$ cat src/design/pgcfg_defines.svh
`ifndef PGCFG_DEFINES_SVH
`define PGCFG_DEFINES_SVH

// ==========================================================
// Register indices (byte address is four times the index)
`define PGCFG_IDX_WINDOW 6'h16
`define PGCFG_IDX_PIN_CTRL 6'h17
`define PGCFG_IDX_SRC_A 6'h18
`define PGCFG_IDX_FAULT_A 6'h19
`define PGCFG_IDX_SRC_B 6'h1a
`define PGCFG_IDX_FAULT_B 6'h1b
`define PGCFG_IDX_IRQ_STAT 6'h1c
`define PGCFG_IDX_IRQ_MASK 6'h1d

// ==========================================================
// Reset values before the programmed defaults load
`define PGCFG_RST_WINDOW 8'h00
`define PGCFG_RST_PIN_CTRL 8'h02
`define PGCFG_RST_SRC 8'h00

// ==========================================================
// Field positions
`define PGCFG_WIN_BOOST_HI 7
`define PGCFG_WIN_BOOST_LO 6
`define PGCFG_WIN_THR_HI 5
`define PGCFG_WIN_THR_LO 4
`define PGCFG_WIN_SD2_HI 3
`define PGCFG_WIN_SD2_LO 2
`define PGCFG_WIN_SD1_HI 1
`define PGCFG_WIN_SD1_LO 0
`define PGCFG_B_MODE 7
`define PGCFG_B_GATING 6
`define PGCFG_B_RSVD 5
`define PGCFG_B_POL 4
`define PGCFG_A_MODE 3
`define PGCFG_A_GATING 2
`define PGCFG_A_DRIVE 1
`define PGCFG_A_POL 0
`define PGCFG_SRC_DELAY 7
`define PGCFG_SRC_THERMAL 6
`define PGCFG_IRQ_FAULT_A 0
`define PGCFG_IRQ_FAULT_B 1
`define PGCFG_IRQ_LOST_A 2

// ==========================================================
// Timing
`define PGCFG_RISE_DELAY_MS 11
`define PGCFG_CLK_KHZ 250000

`endif

$ cat src/design/pgcfg_pkg.sv
package pgcfg_pkg;
   // Source order: first step-down, second step-down, step-up, monitor a, monitor b, analog, thermal
   typedef logic [6:0] pgcfg_src_t;
   typedef logic [7:0] pgcfg_byte_t;
   typedef logic [2:0] pgcfg_irq_t;
endpackage

$ cat src/design/pgcfg_rise_delay.sv
`timescale 1ns/100ps
module pgcfg_rise_delay #(
   parameter int DELAY_CYCLES = 2750000
) (
   // Clock and reset
   input wire logic clk,
   input wire logic rst,
   // Control
   input wire logic enable,
   input wire logic valid_in,
   // Result
   output logic valid_out
);
   localparam int CW = $clog2(DELAY_CYCLES + 1);
   // Count runs to the full figure so the extra wait is exactly DELAY_CYCLES
   localparam logic [CW-1:0] LAST = CW'(DELAY_CYCLES);

   logic [CW-1:0] cnt_q;
   logic valid_q;

   assign valid_out = valid_q;

   // Falling edges pass at once, rising edges wait out the count
   always_ff @(posedge clk)
   begin
      if (rst || !valid_in)
      begin
         cnt_q <= '0;
         valid_q <= 1'b0;
      end
      else if (!enable)
      begin
         cnt_q <= '0;
         valid_q <= 1'b1;
      end
      else if (!valid_q)
      begin
         if (cnt_q == LAST)
            valid_q <= 1'b1;
         else
            cnt_q <= cnt_q + CW'(1);
      end
   end
endmodule

$ cat src/design/pgcfg_top.sv
// What this block does
// - Bits 7 to 6 of the window register hold the step-up window code, codes 0 to 3 meaning 2, 4, 6 and 8 percent.
// - Bits 3 to 2 hold the second step-down window code, codes 0 to 3 meaning 30, 50, 70 and 90 mV.
// - Bits 1 to 0 hold the first step-down window code with the same four millivolt codes.
// - Every configuration field loads its power-up default from programmed memory; bits 5 to 4 hold a step-up threshold code passed on as is.
// - Control bit 7 picks the second pin's mode: unusual-situation detection or showing outputs not yet valid.
// - Control bit 6 makes the second pin follow live sources when clear, or its fault latches when set, inactive while any is set.
// - Control bit 4 sets the second pin polarity: clear drives high when valid, set drives low when valid.
// - Control bit 3 picks the first pin's mode in the same way as bit 7 does for the second pin.
// - Control bit 2 makes the first pin follow live sources or its fault latches, inactive while any is set.
// - Control bit 1 picks the first pin drive, push-pull when clear and open-drain when set, resetting to one.
// - Control bit 0 sets the first pin polarity: clear drives high when valid, set drives low when valid.
// - The first source register holds rise delay in bit 7, thermal select in bit 6 and six rail selects in bits 5 to 0, all resetting to zero.
// - With rise delay set the first pin's move to valid waits 11 ms; with it clear there is no wait.
// - A clear select bit masks its rail from the pin, a set one lets the rail's result act on it.
// - A fault bit latches when its selected source makes the pin inactive and is cleared by writing one only while that source is valid.
// - The thermal select bit lets a thermal warning act on the first pin or masks it.
`timescale 1ns/100ps
`include "pgcfg_defines.svh"
module pgcfg_top #(
   parameter int RISE_DELAY_CYCLES = `PGCFG_RISE_DELAY_MS * `PGCFG_CLK_KHZ
) (
   // Clock and reset
   input wire logic clk,
   input wire logic rst,
   // Wishbone slave
   input wire logic wb_cyc_i,
   input wire logic wb_stb_i,
   input wire logic wb_we_i,
   input wire logic [7:0] wb_adr_i,
   input wire logic [3:0] wb_sel_i,
   input wire logic [31:0] wb_dat_i,
   output logic [31:0] wb_dat_o,
   output logic wb_ack_o,
   // Programmed defaults
   input wire pgcfg_pkg::pgcfg_byte_t otp_window_i,
   input wire pgcfg_pkg::pgcfg_byte_t otp_pin_ctrl_i,
   input wire pgcfg_pkg::pgcfg_byte_t otp_src_a_i,
   input wire pgcfg_pkg::pgcfg_byte_t otp_src_b_i,
   // Monitor results, asynchronous
   input wire logic [5:0] rail_good_i,
   input wire logic thermal_warning_i,
   // Threshold codes to the comparators
   output logic [1:0] step_up_window_code_o,
   output logic [1:0] step_up_threshold_code_o,
   output logic [1:0] second_step_down_window_code_o,
   output logic [1:0] first_step_down_window_code_o,
   // Pins
   output logic first_good_pin_o,
   output logic first_good_pin_oe,
   output logic second_good_pin_o,
   // Interrupt
   output logic irq_o
);
   import pgcfg_pkg::*;

   // ==========================================================
   // Register storage
   pgcfg_byte_t win_q, ctrl_q, src_a_q, src_b_q;
   pgcfg_src_t fault_a_q, fault_b_q;
   pgcfg_irq_t irq_stat_q, irq_mask_q;
   logic loaded_q, ack_q, irq_q;
   logic [31:0] rdat_q;
   logic pin_a_q, pin_a_oe_q, pin_b_q;
   logic armed_a_q, armed_b_q, valid_a_prev_q;

   // ==========================================================
   // Bus decode
   logic req, wr;
   logic [5:0] idx;
   assign req = wb_cyc_i && wb_stb_i && !ack_q;
   assign wr = req && wb_we_i && wb_sel_i[0];
   assign idx = wb_adr_i[7:2];

   // ==========================================================
   // Source synchroniser; thermal result inverted to a good level
   pgcfg_src_t good_meta_q, good_q;
   always_ff @(posedge clk)
   begin
      if (rst)
      begin
         good_meta_q <= '0;
         good_q <= '0;
      end
      else
      begin
         good_meta_q <= {!thermal_warning_i, rail_good_i};
         good_q <= good_meta_q;
      end
   end

   // ==========================================================
   // Configuration registers; defaults land one cycle after release
   always_ff @(posedge clk)
   begin
      if (rst)
      begin
         win_q <= `PGCFG_RST_WINDOW;
         ctrl_q <= `PGCFG_RST_PIN_CTRL;
         src_a_q <= `PGCFG_RST_SRC;
         src_b_q <= `PGCFG_RST_SRC;
         loaded_q <= 1'b0;
      end
      else if (!loaded_q)
      begin
         win_q <= otp_window_i;
         ctrl_q <= otp_pin_ctrl_i;
         src_a_q <= otp_src_a_i;
         src_b_q <= otp_src_b_i;
         loaded_q <= 1'b1;
      end
      else if (wr)
      begin
         if (idx == `PGCFG_IDX_WINDOW)
            win_q <= wb_dat_i[7:0];
         if (idx == `PGCFG_IDX_PIN_CTRL)
            ctrl_q <= wb_dat_i[7:0];
         if (idx == `PGCFG_IDX_SRC_A)
            src_a_q <= wb_dat_i[7:0];
         if (idx == `PGCFG_IDX_SRC_B)
            src_b_q <= wb_dat_i[7:0];
      end
   end

   assign step_up_window_code_o = win_q[`PGCFG_WIN_BOOST_HI:`PGCFG_WIN_BOOST_LO];
   assign step_up_threshold_code_o = win_q[`PGCFG_WIN_THR_HI:`PGCFG_WIN_THR_LO];
   assign second_step_down_window_code_o = win_q[`PGCFG_WIN_SD2_HI:`PGCFG_WIN_SD2_LO];
   assign first_step_down_window_code_o = win_q[`PGCFG_WIN_SD1_HI:`PGCFG_WIN_SD1_LO];

   // ==========================================================
   // Valid indication per pin
   pgcfg_src_t sel_a, sel_b, bad_a, bad_b, clr_a, clr_b;
   logic live_a, live_b, valid_a, valid_b, valid_a_dly;
   assign sel_a = src_a_q[6:0];
   assign sel_b = src_b_q[6:0];
   assign bad_a = sel_a & ~good_q;
   assign bad_b = sel_b & ~good_q;
   assign live_a = ~|bad_a;
   assign live_b = ~|bad_b;
   // Held invalid until the defaults load, so no false rise and fall at start-up
   assign valid_a = loaded_q && (ctrl_q[`PGCFG_A_GATING] ? ~|fault_a_q : live_a);
   assign valid_b = loaded_q && (ctrl_q[`PGCFG_B_GATING] ? ~|fault_b_q : live_b);
   assign clr_a = (wr && idx == `PGCFG_IDX_FAULT_A) ? wb_dat_i[6:0] & good_q : '0;
   assign clr_b = (wr && idx == `PGCFG_IDX_FAULT_B) ? wb_dat_i[6:0] & good_q : '0;

   // Detection mode ignores start-up: latches arm once all selected sources have been good
   always_ff @(posedge clk)
   begin
      if (rst)
      begin
         armed_a_q <= 1'b0;
         armed_b_q <= 1'b0;
      end
      else
      begin
         // Not before the load: the reset-time empty selects would arm falsely
         armed_a_q <= armed_a_q || (loaded_q && (live_a || ctrl_q[`PGCFG_A_MODE]));
         armed_b_q <= armed_b_q || (loaded_q && (live_b || ctrl_q[`PGCFG_B_MODE]));
      end
   end

   // Fault latches; a set in the clearing cycle wins
   genvar gi;
   generate
      for (gi = 0; gi < 7; gi++)
      begin : g_fault
         always_ff @(posedge clk)
         begin
            if (rst)
            begin
               fault_a_q[gi] <= 1'b0;
               fault_b_q[gi] <= 1'b0;
            end
            else
            begin
               fault_a_q[gi] <= (bad_a[gi] && armed_a_q) || (fault_a_q[gi] && !clr_a[gi]);
               fault_b_q[gi] <= (bad_b[gi] && armed_b_q) || (fault_b_q[gi] && !clr_b[gi]);
            end
         end
      end
   endgenerate

   pgcfg_rise_delay #(
      .DELAY_CYCLES(RISE_DELAY_CYCLES)
   ) u_rise_delay (
      .clk(clk),
      .rst(rst),
      .enable(src_a_q[`PGCFG_SRC_DELAY]),
      .valid_in(valid_a),
      .valid_out(valid_a_dly)
   );

   // ==========================================================
   // Pin shaping; open-drain never drives high
   always_ff @(posedge clk)
   begin
      if (rst)
      begin
         pin_a_q <= 1'b0;
         pin_a_oe_q <= 1'b0;
         pin_b_q <= 1'b0;
      end
      else
      begin
         pin_b_q <= valid_b ^ ctrl_q[`PGCFG_B_POL];
         if (ctrl_q[`PGCFG_A_DRIVE])
         begin
            pin_a_q <= 1'b0;
            pin_a_oe_q <= !(valid_a_dly ^ ctrl_q[`PGCFG_A_POL]);
         end
         else
         begin
            pin_a_q <= valid_a_dly ^ ctrl_q[`PGCFG_A_POL];
            pin_a_oe_q <= 1'b1;
         end
      end
   end

   assign first_good_pin_o = pin_a_q;
   assign first_good_pin_oe = pin_a_oe_q;
   assign second_good_pin_o = pin_b_q;

   // ==========================================================
   // Interrupt status and mask
   pgcfg_irq_t irq_ev, irq_clr;
   assign irq_ev[`PGCFG_IRQ_FAULT_A] = |((bad_a & {7{armed_a_q}}) & ~fault_a_q);
   assign irq_ev[`PGCFG_IRQ_FAULT_B] = |((bad_b & {7{armed_b_q}}) & ~fault_b_q);
   assign irq_ev[`PGCFG_IRQ_LOST_A] = valid_a_prev_q && !valid_a_dly;
   assign irq_clr = (wr && idx == `PGCFG_IDX_IRQ_STAT) ? wb_dat_i[2:0] : '0;

   always_ff @(posedge clk)
   begin
      if (rst)
      begin
         irq_stat_q <= '0;
         irq_mask_q <= '0;
         irq_q <= 1'b0;
         valid_a_prev_q <= 1'b0;
      end
      else
      begin
         valid_a_prev_q <= valid_a_dly;
         irq_stat_q <= irq_ev | (irq_stat_q & ~irq_clr);
         if (wr && idx == `PGCFG_IDX_IRQ_MASK)
            irq_mask_q <= wb_dat_i[2:0];
         irq_q <= |(irq_stat_q & irq_mask_q);
      end
   end
   assign irq_o = irq_q;

   // ==========================================================
   // Read path; unmapped addresses answer zero
   logic [7:0] rd;
   always_comb
   begin
      rd = 8'h00;
      unique case (idx)
         `PGCFG_IDX_WINDOW: rd = win_q;
         `PGCFG_IDX_PIN_CTRL: rd = ctrl_q;
         `PGCFG_IDX_SRC_A: rd = src_a_q;
         `PGCFG_IDX_FAULT_A: rd = {1'b0, fault_a_q};
         `PGCFG_IDX_SRC_B: rd = src_b_q;
         `PGCFG_IDX_FAULT_B: rd = {1'b0, fault_b_q};
         `PGCFG_IDX_IRQ_STAT: rd = {5'h00, irq_stat_q};
         `PGCFG_IDX_IRQ_MASK: rd = {5'h00, irq_mask_q};
         default: rd = 8'h00;
      endcase
   end

   always_ff @(posedge clk)
   begin
      if (rst)
      begin
         ack_q <= 1'b0;
         rdat_q <= '0;
      end
      else
      begin
         ack_q <= req;
         if (req)
            rdat_q <= {24'h000000, rd};
      end
   end
   assign wb_ack_o = ack_q;
   assign wb_dat_o = rdat_q;
endmodule

$ cat config.mk
export PLATFORM = sky130hd
export DESIGN_NAME = pgcfg_top
export DESIGN_NICKNAME = d
export VERILOG_FILES = /design/src/design/pgcfg_pkg.sv /design/src/design/pgcfg_rise_delay.sv /design/src/design/pgcfg_top.sv
export VERILOG_INCLUDE_DIRS = /design/src /design/src/design
export SDC_FILE = /design/constraint.sdc
export NUM_CORES = 1
export LEC_CHECK = 0
export ABC_AREA = 1
export BUFFER_PORTS_ARGS = -buffer_cell sky130_fd_sc_hd__buf_2
export CAP_MARGIN = 5
export CORE_UTILIZATION = 49
export DETAILED_ROUTE_END_ITERATION = 8
export GPL_ROUTABILITY_DRIVEN = 0
export HOLD_SLACK_MARGIN = 0.06
export PLACE_DENSITY = 0.82
export SLEW_MARGIN = 15
export SYNTH_ARGS = -nofsm -noshare
export SYNTH_HDL_FRONTEND = slang
export SYNTH_SLANG_ARGS = --single-unit
$ cat constraint.sdc
create_clock -name clk -period 1.44 [get_ports clk]
set_input_delay 0.36 -clock clk [delete_from_list [all_inputs] [get_ports clk]]
set_output_delay 0.36 -clock clk [all_outputs]
set_load 0.1 [all_outputs]
==> results.toml <==
[run_status]
status = "finished, violations left"
violations = "negative setup slack"

[power_and_ir_drop]
internal_power_mw = 4.69
irDropWorstVdd_v = 0.00107
switchingPower_mw = 2.38
seq_power_share_pct = 44.7
leakage_nw = 3.32
power.total_mw = 7.07
clock_power_share_pct = 37.0
p_comb_share_pct = 18.3
swShare_pct = 33.6
power-per-cell-area_mw_per_mm2 = 934

[clock_tree]
root_buffer = "clkbuf_16"
clock-sinks = 106
cts_buffers = 9
holdBufCountCts = 0
clk_pin_slew_worst_paths_ns = 0.08
cts_tree = "done"
cts_max_level = 3
insertion_delay_ns = 0.37
cts.path.max_buffers = 2

[placed_design]
place_ws_ns = -0.254
port_buffers = 79
dpl_cell_area_mm2 = 0.00695
dp.final_hpwl_um = 13100

[timing]
max_freq_ghz = 0.674
setup_violations = 5
min_period_over_period_pct = 103
clock_skew_ns = 0.0102
finalWorstSetupSlack_ns = -0.0444
report.final.hold_viol_count = 0
finalMaxSlewViolations = 0
rsz0062_at_grt = "yes"
timing.hold.ws_ns = 0.137
post-route-min-period_ns = 1.48

[worst_hold_path]
worstHoldStart = "thermal_warning_i"
whs_path_depth = 2
holdCritPathClass = "in -> reg"

[drt]
wl_um = 18500
drcViolationCount = 0
vias_per_cell = 5.60
ant_nets = 0
wl_per_cell_um = 15.9
dr_total_vias = 6504
firstDrtPassIters = 8
drtIter0Drc = 870

[floorplanning]
pin_count = 133
die_w_um = 110
dieArea_mm2 = 0.0120
initial_core_util_pct = 51.3
die_h_um = 110
coreArea_mm2 = 0.0111
num_rows = 38

[global_routing]
grt_pass1_vias = 5832
antenna_found_initial = 0
grt.overflow.total = 0
grt_max_degree = 46
grt_usage_pct = 30.5
grt_pass1_wl_um = 27900

[synth]
synth-seq-cells = 106
synthCells = 863
syn_area_mm2 = 0.00568
async_flop_share_pct = 0
synth_edf_count = 0
ys_seq_area_share_pct = 37.3
synth_cell_type_count = 39
synth_area_per_cell_um2 = 6.58
ys.flop_type = "dfxtp_1"
yosysWarnings = 0

[critical_path]
crit_start = "u_rise_delay.cnt_q[6]$_SDFFE_PP0P_"
worstPathMaxFanout = 4
critPathKind = "reg -> reg"
cp-end-kind = "flip-flop"
start_kind = "flip-flop"
ff2ff_path_depth = 9
r2r-start = "u_rise_delay.cnt_q[6]$_SDFFE_PP0P_"
crit_required_ns = 1.70
arrival_ns = 1.75

[finish]
nets = 1106
final_util_pct = 68.4
layout.area.seq_mm2 = 0.00215
antennaDiodeCount = 0
multiInputGateArea_mm2 = 0.00325
fillCellCount = 906
syn_to_final_growth_pct = 33.3
drive_gt1_share_pct = 29.4
fin_area_mm2 = 0.00757

[run]
max_cap_viol_count = 0
==> synth_stat cells, types with 2 or more instances <==
cell / instances / area [um^2]
nor2_2: 4 / 25.0
nand4_1: 10 / 62.6
buf_4: 24 / 180
buf_2: 8 / 40.0
nand3b_1: 3 / 22.5
clkbuf_1: 15 / 56.3
nor3_1: 13 / 65.1
nand2_2: 12 / 75.1
inv_2: 7 / 26.3
o211ai_1: 3 / 22.5
xor2_1: 5 / 43.8
xnor2_1: 3 / 26.3
dfxtp_1: 106 / 2120
o211a_1: 3 / 30.0
nor2_4: 4 / 45.0
a21oi_2: 9 / 78.8
o21ai_0: 33 / 165
nor4_1: 2 / 12.5
nand2_1: 229 / 860
nand3_2: 2 / 20.0
a21oi_1: 94 / 470
ha_1: 2 / 25.0
inv_1: 71 / 267
nand3_1: 73 / 365
nor2_1: 113 / 424
o21bai_1: 2 / 15.0
==> registers in the layout (all words and copies together), names as in the netlist, 3 cells and up <==
register            count
u_rise_delay.cnt_q     22
ctrl_q                  8
src_a_q                 8
src_b_q                 8
wb_dat_o                8
win_q                   8
fault_a_q               7
fault_b_q               7
good_meta_q             7
good_q                  7
irq_mask_q              3
irq_stat_q              3
==> metal layers <==
metal  vias to the layer above  global-route usage [%]  part of all wire (%)
li1                       3055                       -                     -
met3                        84                    5.63                    10
met5                         -                       0                     0
met1                      2977                    40.2                    40
met2                       388                    48.6                    45
met4                         0                    13.3                   4.4
==> final cells by class <==
type / instances / share of cell area (%)
multi-input cells: 652 / 42.9
inverters: 80 / 4.06
clock buffers: 9 / 2.97
well taps: 140 / 2.31
flip-flops and latches: 106 / 28.4
repair buffers: 167 / 18.1
clock inverters: 7 / 1.14
==> worst max-delay path, stage by stage (launching register included) <==
cell     delay [ns]
dfxtp_1        0.41
nand2_1        0.13
nor2_1         0.23
nand2_1        0.09
nor2_1         0.15
nand2_1        0.08
nand2_1        0.09
nand2_1        0.05
nand2_1        0.09
a21oi_2        0.06
==> power groups by stage <==
stage	Clock [mW]	Combinational, mW	Sequential (mW)
2_1_floorplan	0	0.722	3.34
3_3_place_gp	0	1.20	3.22
3_5_place_dp	0	1.21	3.22
4_1_cts	2.61	1.23	3.15
5_1_grt	2.75	1.36	3.17
6_report	2.62	1.29	3.16
==> worst paths after layout <==
path / to / slack [ns]
setup reg to reg: u_rise_delay.cnt_q[18]$_SDFFE_PP0P_ / -0.04
setup / recovery: u_rise_delay.cnt_q[18]$_SDFFE_PP0P_ / -0.04
hold reg to reg: good_q[2]$_SDFF_PP0_ / 0.40
hold / removal: good_meta_q[6]$_SDFF_PP0_ / 0.14
==> cell families (layout without fill, tap and decap cells) <==
group / count (synthesis) / after routing / share of synthesized area [%]
AO/OA/AOI/OAI: 148 / 148 / 14.3
XOR/XNOR: 8 / 8 / 1.23
adder cells (fa/ha/maj): 2 / 2 / 0.440
buffers and inverters: 129 / 263 / 10.8
flip-flops: 106 / 106 / 37.3
other: 1 / 24 / 0.0660
AND/OR/NAND/NOR: 469 / 470 / 35.8
==> cells in the final DEF (no fill, tap or decap), drive strengths merged, types with 2 or more instances in the layout <==
cell    netlist  final
a21oi       103    103
a31oi         2      2
buf          34    166
clkbuf       15     10
clkinv        1      2
conb          1     24
dfxtp       106    106
ha            2      2
inv          79     85
nand2       242    242
nand3        76     76
nand3b        3      3
nand4        10     10
nor2        122    123
nor3         13     13
nor4          2      2
o211a         3      3
o211ai        3      3
o21ai        33     33
o21bai        2      2
xnor2         3      3
xor2          5      5
==> stage by stage <==
step	TNS, ns	std cells
detailed placement	-8.14	1140
finish	-0.136	1161
global placement	-5.21	1140
CTS	-0.0512	1156
floorplan	-0.553	886
global route	-1.95	1161
==> what timing repair did <==
item                       CTS  global route
gates cloned                 0             1
buffers inserted             0             4
resized for setup           22            73
setup endpoints to repair   25            43
pin swaps                    5            16
No activity file was read; power rests on OpenSTA's default activity.
